$ cat src/sensor_regs.svh
/*
 * Command codes, register addresses, field positions and serial clock counts
 * of the linear sensor command engine. Included by every design file that
 * needs them; holds definitions only.
 */
`ifndef SENSOR_REGS_SVH
`define SENSOR_REGS_SVH

`define CMD_MAIN_RESET 8'h1b
`define CMD_BEGIN_INTEGRATE 8'h08
`define CMD_SAMPLE_HOLD 8'h10
`define CMD_PIXEL_DUMP 8'h02
`define CMD_DUMP_ABORT 8'h19
`define CMD_SAMPLE_DUMP 8'h12
`define CMD_SAMPLE_DUMP_RESTART 8'h16

`define CMD_KIND_MSB 7
`define CMD_KIND_LSB 5
`define KIND_REG_STORE 3'h2
`define KIND_REG_FETCH 3'h3
`define ADDR_MSB 4

`define ZONE_COUNT 3
`define ZONE_STRIDE 2
`define GAIN_SLOT 1
`define GAIN_MSB 4
`define REG_MODE 5'h1f
`define MODE_SLEEP_BIT 4

`define BREAK_LEN 4'ha
`define PIXRST_CLKS 5'h16
`define DUMP_DELAY 6'h2c
`define FETCH_DELAY 6'h04
`define SETTLE_CLKS 5'h1e
`define LAST_PIXEL 7'h65
`define RX_LAST_BIT 4'h7
`define TX_LAST_BIT 4'h9
`define TX_IDLE_WORD 10'h3ff
`define BUF_DEPTH 2'h2

`endif

$ cat src/sensor_pkg.sv
/*
 * Types of the linear sensor command engine: register carrier, receiver
 * states and the packed state records of the engine and the word buffer.
 * Assumes sensor_regs.svh sits in the same folder.
 */
package sensor_pkg;

    typedef struct packed {
        logic [7:0] offset;
        logic [4:0] gain;
    } zone_cfg_t;

    typedef struct packed {
        zone_cfg_t [2:0] zone;
        logic [7:0] mode;
    } cfg_t;

    typedef enum logic [2:0] {
        RX_IDLE = 3'b001,
        RX_BITS = 3'b010,
        RX_HOLD = 3'b100
    } rx_state_t;

    typedef struct packed {
        rx_state_t rx_st;
        logic [3:0] rx_cnt;
        logic [7:0] rx_sh;
        logic [3:0] zero_run;
        logic want_data;
        logic [4:0] wr_addr;
        cfg_t cfg;
        logic integ_reset;
        logic integ_run;
        logic start_pend;
        logic [4:0] pixrst_cnt;
        logic samp_busy;
        logic [6:0] samp_idx;
        logic hold_valid;
        logic dump_busy;
        logic [6:0] dump_idx;
        logic rd_pend;
        logic reg_push;
        logic [7:0] reg_word;
        logic [5:0] out_wait;
        logic tx_busy;
        logic [3:0] tx_cnt;
        logic [9:0] tx_sh;
        logic seen_reset;
        logic [4:0] settle_cnt;
        logic settled;
    } engine_t;

    typedef struct packed {
        logic [7:0] head;
        logic [7:0] tail;
        logic [1:0] fill;
    } buf_state_t;

endpackage

$ cat src/linear_sensor_serial_command_engine.sv
/*
 * Serial command engine of a 102-pixel linear sensor: byte receiver with
 * break detection, command decoder, register file, pixel reset / sample /
 * dump sequencing and the framed serial transmitter.
 * Assumes sys_clk is the serial clock itself and that serial_in is already
 * synchronous to it; the analog side presents integ_value for integ_index.
 */
`include "sensor_regs.svh"

// What this block does
// - ten zeros on serial_in reinitialise receiver
// - main reset aborts dump, resets pixels
// - serial_out held idle until settled after reset
// - integration starts after 22-clock pixel reset
// - sample resets integrators as it stores them
// - dump sends 102 framed pixels, LSB first
// - first pixel frame starts 44 clocks later
// - abort stops dump, resets pixels, drops samples
// - 0x12 is sample then dump
// - 0x16 is sample, dump and start
// - register write: 010 plus address, data byte
// - register read sends stored value LSB first
// - register read answer starts 4 clocks later
// - mode 0x10 sleeps, 0x00 wakes
// - sleep leaves command machines running
// - sample on rising, drive on falling edge
// - input needs no stop bit; output one
// - receiver and transmitter run independently
// - zone offsets, gains and mode register map
module linear_sensor_serial_command_engine (
    input wire logic sys_clk,
    input wire logic nrst,
    input wire logic serial_in,
    output logic serial_out,
    input wire logic [7:0] integ_value,
    output logic [6:0] integ_index,
    output logic integ_capture,
    output logic integ_reset,
    output logic integ_run,
    output logic hold_valid,
    output logic dump_active,
    output logic sleep,
    output sensor_pkg::cfg_t analog_cfg
);

    sensor_pkg::engine_t st;
    sensor_pkg::engine_t n;
    logic byte_done;
    logic [7:0] rx_byte;
    logic brk;
    logic cmd;
    logic do_reset;
    logic do_abort;
    logic do_start;
    logic do_sample;
    logic do_dump;
    logic do_store;
    logic do_fetch;
    logic mem_re;
    logic [7:0] mem_rdata;
    logic buf_in_valid;
    logic buf_in_ready;
    logic buf_out_valid;
    logic buf_out_ready;
    logic [7:0] buf_out_data;
    logic buf_flush;

    // unmapped addresses read as zero
    function automatic logic [7:0] reg_value(input sensor_pkg::cfg_t c, input logic [4:0] a);
        logic [7:0] v;
        v = 8'h00;
        for (int z = 0; z < `ZONE_COUNT; z++) begin
            if (a == 5'(`ZONE_STRIDE * z)) begin
                v = c.zone[z].offset;
            end
            if (a == 5'(`ZONE_STRIDE * z + `GAIN_SLOT)) begin
                v = {3'h0, c.zone[z].gain};
            end
        end
        if (a == `REG_MODE) begin
            v = c.mode;
        end
        return v;
    endfunction

    hold_mem u_hold (
        .sys_clk(sys_clk),
        .we(st.samp_busy),
        .waddr(st.samp_idx),
        .wdata(integ_value),
        .re(mem_re),
        .raddr(st.dump_idx),
        .rdata(mem_rdata)
    );

    word_buf u_buf (
        .sys_clk(sys_clk),
        .nrst(nrst),
        .flush(buf_flush),
        .in_valid(buf_in_valid),
        .in_ready(buf_in_ready),
        .in_data(st.rd_pend ? mem_rdata : st.reg_word),
        .out_valid(buf_out_valid),
        .out_ready(buf_out_ready),
        .out_data(buf_out_data)
    );

    assign buf_in_valid = st.rd_pend || st.reg_push;
    assign buf_out_ready = (!st.tx_busy || st.tx_cnt == `TX_LAST_BIT) && st.out_wait == 6'h00;

    always_comb begin
        n = st;
        byte_done = 1'b0;
        rx_byte = st.rx_sh;
        // receiver: start bit then eight bits, no stop bit needed before the next start
        n.zero_run = serial_in ? 4'h0 : (st.zero_run == `BREAK_LEN ? st.zero_run : st.zero_run + 4'h1);
        unique case (st.rx_st)
            sensor_pkg::RX_IDLE: begin
                if (!serial_in) begin
                    n.rx_st = sensor_pkg::RX_BITS;
                    n.rx_cnt = 4'h0;
                end
            end
            sensor_pkg::RX_BITS: begin
                n.rx_sh = {serial_in, st.rx_sh[7:1]};
                n.rx_cnt = st.rx_cnt + 4'h1;
                if (st.rx_cnt == `RX_LAST_BIT) begin
                    byte_done = 1'b1;
                    rx_byte = n.rx_sh;
                    n.rx_st = sensor_pkg::RX_IDLE;
                end
            end
            sensor_pkg::RX_HOLD: begin
                if (serial_in) begin
                    n.rx_st = sensor_pkg::RX_IDLE;
                end
            end
        endcase
        // a break drops any half-received command and waits for the line to rise
        brk = !serial_in && st.zero_run == `BREAK_LEN - 4'h1;
        if (brk) begin
            n.rx_st = sensor_pkg::RX_HOLD;
            n.want_data = 1'b0;
            byte_done = 1'b0;
        end

        cmd = byte_done && !st.want_data;
        do_reset = cmd && rx_byte == `CMD_MAIN_RESET;
        do_abort = cmd && rx_byte == `CMD_DUMP_ABORT;
        do_start = cmd && (rx_byte == `CMD_BEGIN_INTEGRATE || rx_byte == `CMD_SAMPLE_DUMP_RESTART);
        do_sample = cmd && (rx_byte == `CMD_SAMPLE_HOLD || rx_byte == `CMD_SAMPLE_DUMP
                    || rx_byte == `CMD_SAMPLE_DUMP_RESTART);
        do_dump = cmd && (rx_byte == `CMD_PIXEL_DUMP || rx_byte == `CMD_SAMPLE_DUMP
                  || rx_byte == `CMD_SAMPLE_DUMP_RESTART);
        do_store = cmd && rx_byte[`CMD_KIND_MSB:`CMD_KIND_LSB] == `KIND_REG_STORE;
        do_fetch = cmd && rx_byte[`CMD_KIND_MSB:`CMD_KIND_LSB] == `KIND_REG_FETCH;

        // register write: address byte, then data byte
        if (do_store) begin
            n.want_data = 1'b1;
            n.wr_addr = rx_byte[`ADDR_MSB:0];
        end
        if (byte_done && st.want_data) begin
            n.want_data = 1'b0;
            for (int z = 0; z < `ZONE_COUNT; z++) begin
                if (st.wr_addr == 5'(`ZONE_STRIDE * z)) begin
                    n.cfg.zone[z].offset = rx_byte;
                end
                if (st.wr_addr == 5'(`ZONE_STRIDE * z + `GAIN_SLOT)) begin
                    n.cfg.zone[z].gain = rx_byte[`GAIN_MSB:0];
                end
            end
            if (st.wr_addr == `REG_MODE) begin
                n.cfg.mode = rx_byte;
            end
        end

        // output delay counter shared by dump and register read
        if (st.out_wait != 6'h00) begin
            n.out_wait = st.out_wait - 6'h01;
        end
        if (do_fetch) begin
            n.reg_push = 1'b1;
            n.reg_word = reg_value(st.cfg, rx_byte[`ADDR_MSB:0]);
            n.out_wait = `FETCH_DELAY - 6'h01;
        end

        // pixel reset cycle ahead of integration
        if (st.start_pend) begin
            if (st.pixrst_cnt == 5'h00) begin
                n.start_pend = 1'b0;
                n.integ_reset = 1'b0;
                n.integ_run = 1'b1;
            end else begin
                n.pixrst_cnt = st.pixrst_cnt - 5'h01;
            end
        end

        // sample: copy one pixel a clock into the hold store
        if (st.samp_busy) begin
            n.samp_idx = st.samp_idx + 7'h01;
            if (st.samp_idx == `LAST_PIXEL) begin
                n.samp_busy = 1'b0;
                n.hold_valid = 1'b1;
            end
        end
        if (do_sample) begin
            n.samp_busy = 1'b1;
            n.samp_idx = 7'h00;
            n.hold_valid = 1'b0;
            n.integ_run = 1'b0;
            n.integ_reset = 1'b1;
        end
        if (do_start) begin
            n.start_pend = 1'b1;
            n.pixrst_cnt = `PIXRST_CLKS - 5'h01;
            n.integ_reset = 1'b1;
            n.integ_run = 1'b0;
        end

        // dump: a read never overtakes the sample copy
        mem_re = st.dump_busy && (!st.samp_busy || st.dump_idx < st.samp_idx)
                 && (!st.rd_pend || buf_in_ready);
        if (st.rd_pend && buf_in_ready) begin
            n.rd_pend = 1'b0;
        end else if (st.reg_push && buf_in_ready) begin
            n.reg_push = 1'b0;
        end
        if (mem_re) begin
            n.rd_pend = 1'b1;
            n.dump_idx = st.dump_idx + 7'h01;
            if (st.dump_idx == `LAST_PIXEL) begin
                n.dump_busy = 1'b0;
            end
        end
        if (do_dump) begin
            n.dump_busy = 1'b1;
            n.dump_idx = 7'h00;
            n.out_wait = `DUMP_DELAY - 6'h01;
        end

        // transmitter: start bit, eight bits LSB first, one stop bit, back to back
        if (st.tx_busy) begin
            n.tx_sh = {1'b1, st.tx_sh[9:1]};
            n.tx_cnt = st.tx_cnt + 4'h1;
            if (st.tx_cnt == `TX_LAST_BIT) begin
                n.tx_busy = 1'b0;
            end
        end
        if (buf_out_ready && buf_out_valid) begin
            n.tx_sh = {1'b1, buf_out_data, 1'b0};
            n.tx_cnt = 4'h0;
            n.tx_busy = 1'b1;
        end

        buf_flush = do_reset || do_abort;
        if (do_reset || do_abort) begin
            n.dump_busy = 1'b0;
            n.rd_pend = 1'b0;
            n.reg_push = 1'b0;
            n.tx_busy = 1'b0;
            n.tx_sh = `TX_IDLE_WORD;
            n.out_wait = 6'h00;
            n.samp_busy = 1'b0;
            n.hold_valid = 1'b0;
            n.start_pend = 1'b0;
            n.integ_run = 1'b0;
            n.integ_reset = 1'b1;
        end

        // serial_out is only trusted once the first main reset has settled
        if (do_reset) begin
            n.seen_reset = 1'b1;
        end
        if (st.seen_reset && !st.settled) begin
            if (st.settle_cnt == `SETTLE_CLKS - 5'h01) begin
                n.settled = 1'b1;
            end else begin
                n.settle_cnt = st.settle_cnt + 5'h01;
            end
        end
    end

    always_ff @(posedge sys_clk or negedge nrst) begin
        if (!nrst) begin
            st <= '0;
            st.rx_st <= sensor_pkg::RX_HOLD;
            st.integ_reset <= 1'b1;
            st.tx_sh <= `TX_IDLE_WORD;
        end else begin
            st <= n;
        end
    end

    // output changes on the falling edge so the controller samples a stable bit
    always_ff @(negedge sys_clk or negedge nrst) begin
        if (!nrst) begin
            serial_out <= 1'b1;
        end else begin
            serial_out <= st.settled ? st.tx_sh[0] : 1'b1;
        end
    end

    assign integ_index = st.samp_idx;
    assign integ_capture = st.samp_busy;
    assign integ_reset = st.integ_reset;
    assign integ_run = st.integ_run;
    assign hold_valid = st.hold_valid;
    assign dump_active = st.dump_busy || st.tx_busy;
    assign sleep = st.cfg.mode[`MODE_SLEEP_BIT];
    assign analog_cfg = st.cfg;
endmodule

$ cat src/hold_mem.sv
/*
 * Pixel hold store: one 8-bit word per pixel, one write and one read port.
 * Read data come from a register and only change when a read is enabled,
 * so a stalled reader keeps its word.
 */
`include "sensor_regs.svh"

module hold_mem (
    input wire logic sys_clk,
    input wire logic we,
    input wire logic [6:0] waddr,
    input wire logic [7:0] wdata,
    input wire logic re,
    input wire logic [6:0] raddr,
    output logic [7:0] rdata
);

    logic [7:0] mem [0:`LAST_PIXEL];

    // no reset on the array: held values are meaningless until sampled anyway
    always_ff @(posedge sys_clk) begin
        if (we) begin
            mem[waddr] <= wdata;
        end
        if (re) begin
            rdata <= mem[raddr];
        end
    end

endmodule

$ cat src/word_buf.sv
/*
 * Two-entry word buffer between the word sources and the serialiser.
 * Valid/ready on both sides; flush empties it at once and wins over a push.
 */
`include "sensor_regs.svh"

module word_buf (
    input wire logic sys_clk,
    input wire logic nrst,
    input wire logic flush,
    input wire logic in_valid,
    output logic in_ready,
    input wire logic [7:0] in_data,
    output logic out_valid,
    input wire logic out_ready,
    output logic [7:0] out_data
);

    sensor_pkg::buf_state_t st;
    sensor_pkg::buf_state_t n;
    logic push;
    logic pop;

    assign in_ready = (st.fill != `BUF_DEPTH);
    assign out_valid = (st.fill != 2'h0);
    assign out_data = st.head;
    assign push = in_valid && in_ready;
    assign pop = out_valid && out_ready;

    always_comb begin
        n = st;
        unique case ({push, pop})
            2'b10: begin
                if (st.fill == 2'h0) begin
                    n.head = in_data;
                end else begin
                    n.tail = in_data;
                end
                n.fill = st.fill + 2'h1;
            end
            2'b01: begin
                n.head = st.tail;
                n.fill = st.fill - 2'h1;
            end
            2'b11: begin
                if (st.fill == 2'h1) begin
                    n.head = in_data;
                end else begin
                    n.head = st.tail;
                    n.tail = in_data;
                end
            end
            2'b00: ;
        endcase
        if (flush) begin
            n.fill = 2'h0;
        end
    end

    always_ff @(posedge sys_clk or negedge nrst) begin
        if (!nrst) begin
            st <= '0;
        end else begin
            st <= n;
        end
    end

endmodule

$ cat config.mk
export PLATFORM = sky130hd
export DESIGN_NAME = linear_sensor_serial_command_engine
export DESIGN_NICKNAME = d
export VERILOG_FILES = /design/src/sensor_pkg.sv /design/src/linear_sensor_serial_command_engine.sv /design/src/hold_mem.sv /design/src/word_buf.sv
export VERILOG_INCLUDE_DIRS = /design/src
export SDC_FILE = /design/constraint.sdc
export NUM_CORES = 1
export LEC_CHECK = 0
export BUFFER_PORTS_ARGS = -buffer_cell sky130_fd_sc_hd__clkbuf_2
export CAP_MARGIN = 10
export CORE_ASPECT_RATIO = 0.75
export CORE_MARGIN = 3
export CORE_UTILIZATION = 50
export DETAILED_ROUTE_END_ITERATION = 16
export PLACE_DENSITY = 0.66
export SLEW_MARGIN = 20
export SYNTH_ARGS = -nofsm -noshare
export SYNTH_HDL_FRONTEND = slang
export SYNTH_SLANG_ARGS = --single-unit
$ cat constraint.sdc
create_clock -name sys_clk -period 2.84 [get_ports sys_clk]
set_input_delay 0.426 -clock sys_clk [delete_from_list [all_inputs] [get_ports sys_clk]]
set_output_delay 0.426 -clock sys_clk [all_outputs]
set_load 0.01 [all_outputs]
==> impl_results.html <==
<table>
<tr><th>Metric</th><th>Value</th></tr>
<tr><th colspan="2">Status</th></tr>
<tr><td>Outcome</td><td>finished, violations left</td></tr>
<tr><td>Failing checks</td><td>negative setup slack</td></tr>
<tr><th colspan="2">Floorplan</th></tr>
<tr><td>Die height</td><td>252 um</td></tr>
<tr><td>Die width</td><td>333 um</td></tr>
<tr><td>Effective utilization at floorplan</td><td>50.8%</td></tr>
<tr><td>Full die area</td><td>83900 um2</td></tr>
<tr><td>Std-Cell Rows</td><td>89</td></tr>
<tr><td>Top-level I/O count</td><td>between 70 and 80</td></tr>
<tr><td>Core Footprint</td><td>79200 um2</td></tr>
<tr><th colspan="2">Setup path</th></tr>
<tr><td>Slowest stage delay, CP</td><td>0.52 ns</td></tr>
<tr><td>Top delay family on crit path</td><td>flip-flops</td></tr>
<tr><td>CP Max Fanout</td><td>1</td></tr>
<tr><td>Cell chain of the critical path</td><td>buf_6</td></tr>
<tr><td>Cell with the largest stage delay on the worst path</td><td>sky130_fd_sc_hd__dfstp_2</td></tr>
<tr><td>Critical path class</td><td>reg2out</td></tr>
<tr><td>Setup crit end kind</td><td>output pin</td></tr>
<tr><td>Worst path bufs/invs</td><td>1</td></tr>
<tr><td>Req. time, crit path</td><td>2.41 ns</td></tr>
<tr><td>Arrival time at the worst endpoint</td><td>between 2 and 3 ns</td></tr>
<tr><td>Startpoint Class</td><td>flip-flop</td></tr>
<tr><th colspan="2">Power and ir drop</th></tr>
<tr><td>Power per Cell Area</td><td>1010 nW/um2</td></tr>
<tr><td>Final Power</td><td>46.9 mW</td></tr>
<tr><td>Leakage power figure</td><td>16.5 nW</td></tr>
<tr><td>Peak ir drop on the vdd network</td><td>between 500 and 600 uV</td></tr>
<tr><th colspan="2">Clocking</th></tr>
<tr><td>Clock transition at the register clock pins on the worst setup and hold paths after CTS</td><td>0.06 ns</td></tr>
<tr><td>Clock sink count</td><td>978</td></tr>
<tr><td>Clock network latency to the later pin of the worst-skew pair</td><td>0.68 ns</td></tr>
<tr><td>Clock Tree Buf Depth</td><td>3</td></tr>
<tr><td>Total CTS buffers</td><td>92</td></tr>
<tr><td>H-tree depth reported by CTS</td><td>3</td></tr>
<tr><td>Root buffer cell</td><td>sky130_fd_sc_hd__clkbuf_16</td></tr>
<tr><td>Clock tree from TritonCTS</td><td>yes</td></tr>
<tr><th colspan="2">Global route</th></tr>
<tr><td>Met2 GRT Util</td><td>36.0%</td></tr>
<tr><td>Met1 capacity usage during global routing</td><td>40.7%</td></tr>
<tr><td>Antenna violations before repair</td><td>1</td></tr>
<tr><td>Vias in the first global route</td><td>23300</td></tr>
<tr><td>Overflow left after global routing</td><td>0</td></tr>
<tr><td>Met3 Track Usage GR</td><td>7.22%</td></tr>
<tr><td>Wire length of the first global-routing pass</td><td>about 160000 um</td></tr>
<tr><td>Maximum number of pins on one net before global-route repair</td><td>between 150 and 200</td></tr>
<tr><td>Global router's overall resource usage</td><td>26.1%</td></tr>
<tr><td>Most congested layer reported by global routing</td><td>met1</td></tr>
<tr><th colspan="2">Logic synthesis</th></tr>
<tr><td>Main combinational cell family by area after synthesis</td><td>multiplexers</td></tr>
<tr><td>Cell Area, Synth</td><td>40200 um2</td></tr>
<tr><td>Share of flip-flops with an asynchronous set or reset after synthesis</td><td>15.7%</td></tr>
<tr><td>Yosys warnings</td><td>0</td></tr>
<tr><td>Total of flip-flops plus latches after synthesis</td><td>978</td></tr>
<tr><td>Xor and xnor fraction of the mapped netlist area</td><td>less than 1%</td></tr>
<tr><td>Portion of netlist area occupied by mux cells</td><td>13.1%</td></tr>
<tr><td>Mean instance size in the synthesized netlist</td><td>around 17 um2</td></tr>
<tr><td>Synthesized instance count</td><td>2432</td></tr>
<tr><td>Number of enable-type register cells in the synthesized netlist</td><td>824</td></tr>
<tr><td>Cell types with the largest area share after synthesis</td><td>sky130_fd_sc_hd__edfxtp_1 (62%), sky130_fd_sc_hd__mux4_2 (9.0%), sky130_fd_sc_hd__dfrtp_1 (8.8%), sky130_fd_sc_hd__mux2i_1 (3.6%), sky130_fd_sc_hd__nor2_1 (1.8%)</td></tr>
<tr><td>Simple-gate share of the synthesized area</td><td>6.23%</td></tr>
<tr><td>Post-synthesis cell type count</td><td>83</td></tr>
<tr><td>Adder and majority cell fraction of the synthesized area</td><td>0.766%</td></tr>
<tr><td>Library cell occupying the most area in the post-synthesis netlist</td><td>sky130_fd_sc_hd__edfxtp_1</td></tr>
<tr><td>Top FF cell, synth</td><td>sky130_fd_sc_hd__edfxtp_1</td></tr>
<tr><td>Fraction of the yosys area taken by sequential cells</td><td>71.2%</td></tr>
<tr><td>Top cell type's share of synthesized area</td><td>61.5%</td></tr>
<tr><td>Compound-Gate Fraction of Synth Area</td><td>5.39%</td></tr>
<tr><td>Net count of the mapped netlist</td><td>between 2000 and 2500</td></tr>
<tr><th colspan="2">Min path</th></tr>
<tr><td>Type of the tightest min-delay check</td><td>in2reg</td></tr>
<tr><th colspan="2">STA</th></tr>
<tr><td>Final setup slack of the worst path</td><td>-0.294 ns</td></tr>
<tr><td>Summed negative setup slack over all endpoints</td><td>-0.294 ns</td></tr>
<tr><td>Actual slew at the worst max-slew pin</td><td>0.870 ns</td></tr>
<tr><td>Total count of hold-check failures in the final report</td><td>0</td></tr>
<tr><td>Worst max-slew margin expressed relative to the limit</td><td>41.8%</td></tr>
<tr><td>Maximum clock skew at final layout</td><td>0.0360 ns</td></tr>
<tr><td>Max-slew violation total from the final report</td><td>0</td></tr>
<tr><td>Setup repair after global routing missed its margin</td><td>yes</td></tr>
<tr><td>Number of setup violations in the final report</td><td>1</td></tr>
<tr><th colspan="2">Placement</th></tr>
<tr><td>Worst-case setup slack after placement</td><td>-0.0812 ns</td></tr>
<tr><td>DP Cell Count</td><td>3638</td></tr>
<tr><td>Last weighted congestion value of the routability-driven placer</td><td>0.981</td></tr>
<tr><td>Port bufs</td><td>71</td></tr>
<tr><td>HPWL after detailed placement</td><td>72500 um</td></tr>
<tr><th colspan="2">Flow run</th></tr>
<tr><td>Max-cap violations</td><td>0</td></tr>
<tr><th colspan="2">Cells and area</th></tr>
<tr><td>FILL cells</td><td>5901</td></tr>
<tr><td>Layout Area Growth over Synthesis</td><td>15.2%</td></tr>
<tr><td>Sequential cell area</td><td>28600 um2</td></tr>
<tr><td>Post-route insts no fill</td><td>3813</td></tr>
<tr><td>Ant. Diodes</td><td>0</td></tr>
<tr><td>Fin util</td><td>about three fifths</td></tr>
<tr><td>Post-layout nets</td><td>2724</td></tr>
<tr><td>Area of the multi-input gates</td><td>between 10000 and 15000 um2</td></tr>
<tr><td>Fraction of final layout cells sized beyond drive strength 1</td><td>25.6%</td></tr>
<tr><th colspan="2">Route</th></tr>
<tr><td>Detail-routed via count per cell</td><td>6.31</td></tr>
<tr><td>Total wire length after detailed routing</td><td>109000 um</td></tr>
<tr><td>Routed vias</td><td>approximately 24000</td></tr>
<tr><td>Initial DRC Count</td><td>between 3000 and 4000</td></tr>
<tr><td>Remaining antenna violation count</td><td>0</td></tr>
<tr><td>Routed wire per std cell</td><td>roughly 29 um</td></tr>
<tr><td>Total iterations of the first detailed-routing run</td><td>8</td></tr>
<tr><td>Remaining design rule violation count</td><td>0</td></tr>
</table>
==> registers in the layout, summed over array words and instances (netlist names), 7 cells and up <==
register        count
u_hold.mem        816
analog_cfg         47
u_hold.rdata        8
u_buf.st           10
integ_index         7
u_buf.out_data      8
st                 77
==> kinds of logic after synthesis <==
kind of cell | count (synthesis)
AO/OA/AOI/OAI | 326
XOR/XNOR | 26
adder cells (fa/ha/maj) | 25
flip-flops | 978
AND/OR/NAND/NOR | 540
buffers and inverters | 215
multiplexers | 322
==> final cells by class <==
| type | instances | area share [%] |
|---|---|---|
| flip-flops and latches | 978 | 61.8 |
| multi-input cells | 1239 | 22.6 |
| repair buffers | 340 | 5.89 |
| well taps | 1046 | 2.83 |
| clock buffers | 112 | 5.27 |
| inverters | 38 | 0.308 |
| clock inverters | 60 | 1.26 |
==> where the power goes <==
part	leakage, nW	internal [mW]	total (mW)	switching (mW)
logic	5.69	6.54	16.4	9.89
clock network	1.47	6.91	12.3	5.41
registers	9.34	17.0	18.1	1.06
==> synth_stat cells, types with 5 or more instances <==
cell / count
sky130_fd_sc_hd__a211oi_1: 11
sky130_fd_sc_hd__mux2_2: 19
sky130_fd_sc_hd__buf_2: 14
sky130_fd_sc_hd__buf_1: 11
sky130_fd_sc_hd__nor3_1: 28
sky130_fd_sc_hd__a22oi_1: 32
sky130_fd_sc_hd__o221a_2: 5
sky130_fd_sc_hd__a31oi_1: 11
sky130_fd_sc_hd__inv_1: 37
sky130_fd_sc_hd__mux2i_1: 143
sky130_fd_sc_hd__a21o_1: 5
sky130_fd_sc_hd__ha_1: 23
sky130_fd_sc_hd__a22o_1: 6
sky130_fd_sc_hd__o21ai_0: 63
sky130_fd_sc_hd__buf_6: 5
sky130_fd_sc_hd__o211ai_1: 11
sky130_fd_sc_hd__dfrtp_1: 141
sky130_fd_sc_hd__nand3b_1: 8
sky130_fd_sc_hd__a21oi_1: 81
sky130_fd_sc_hd__nand2b_1: 7
sky130_fd_sc_hd__a21boi_0: 6
sky130_fd_sc_hd__nand2_1: 165
sky130_fd_sc_hd__dfstp_2: 13
sky130_fd_sc_hd__nor4_1: 8
sky130_fd_sc_hd__o22ai_1: 25
sky130_fd_sc_hd__xor2_1: 8
sky130_fd_sc_hd__nor2_1: 196
sky130_fd_sc_hd__o221ai_1: 9
sky130_fd_sc_hd__nand4_1: 27
sky130_fd_sc_hd__a211o_1: 5
sky130_fd_sc_hd__xnor2_1: 18
sky130_fd_sc_hd__or3_1: 9
sky130_fd_sc_hd__mux4_2: 160
sky130_fd_sc_hd__a221oi_1: 11
sky130_fd_sc_hd__edfxtp_1: 824
sky130_fd_sc_hd__clkbuf_1: 73
sky130_fd_sc_hd__buf_4: 73
sky130_fd_sc_hd__nand3_1: 32
sky130_fd_sc_hd__and3_1: 7
sky130_fd_sc_hd__nor2b_1: 17
==> final timing paths <==
check / from / to / slack (ns) / depth (start not counted)
setup / recovery: serial_out / serial_out / -0.29 / 1
hold / removal: serial_in / st[134] / 0.18 / 3
setup reg to reg: st[39] / u_hold.rdata[3] / 0.01 / 8
hold reg to reg: st[36] / st[36] / 0.46 / 1
max in group asynchronous: nrst / serial_out / 1.02 / 2
min in group asynchronous: nrst / st[21] / 0.62 / 3
==> per-layer routing <==
layer | share of wire, % | vias up
met3 | 12 | 210
met5 | 0 | -
met2 | 42 | 1510
li1 | - | 9985
met4 | 2.7 | 0
met1 | 42 | 12400
==> through the flow <==
step / cell area [um2] / hold slack (ns)
2_1_floorplan: 40200 / 0.130
3_3_place_gp: 43200 / 0.455
3_5_place_dp: 43200 / 0.454
4_1_cts: 46200 / 0.135
5_1_grt: 46300 / 0.185
6_report: 46300 / 0.182
==> repair_timing <==
action / in CTS / in global routing
setup buffers: 0 / 0
gates cloned: 0 / 1
setup endpoints to repair: 3 / 8
hold endpoints to repair: 135 / 0
pin swaps: 0 / 1
resized for setup: 2 / 7
hold buffers: 1 / 0
==> placed cells by master (no fill, tap or decap), drive strengths merged, types with 13 or more instances in the layout <==
| cell type | n |
|---|---|
| mux4 | 160 |
| mux2i | 143 |
| clkbuf | 174 |
| a22oi | 32 |
| nand4 | 27 |
| o21ai | 67 |
| xnor2 | 18 |
| dfrtp | 141 |
| nand2 | 165 |
| inv | 40 |
| a21oi | 81 |
| nor3 | 30 |
| edfxtp | 824 |
| o22ai | 25 |
| clkinv | 41 |
| ha | 23 |
| nor2b | 17 |
| buf | 277 |
| nor2 | 197 |
| mux2 | 19 |
| nand3 | 32 |
| dfstp | 13 |
Power figures use the tool's default switching activity.
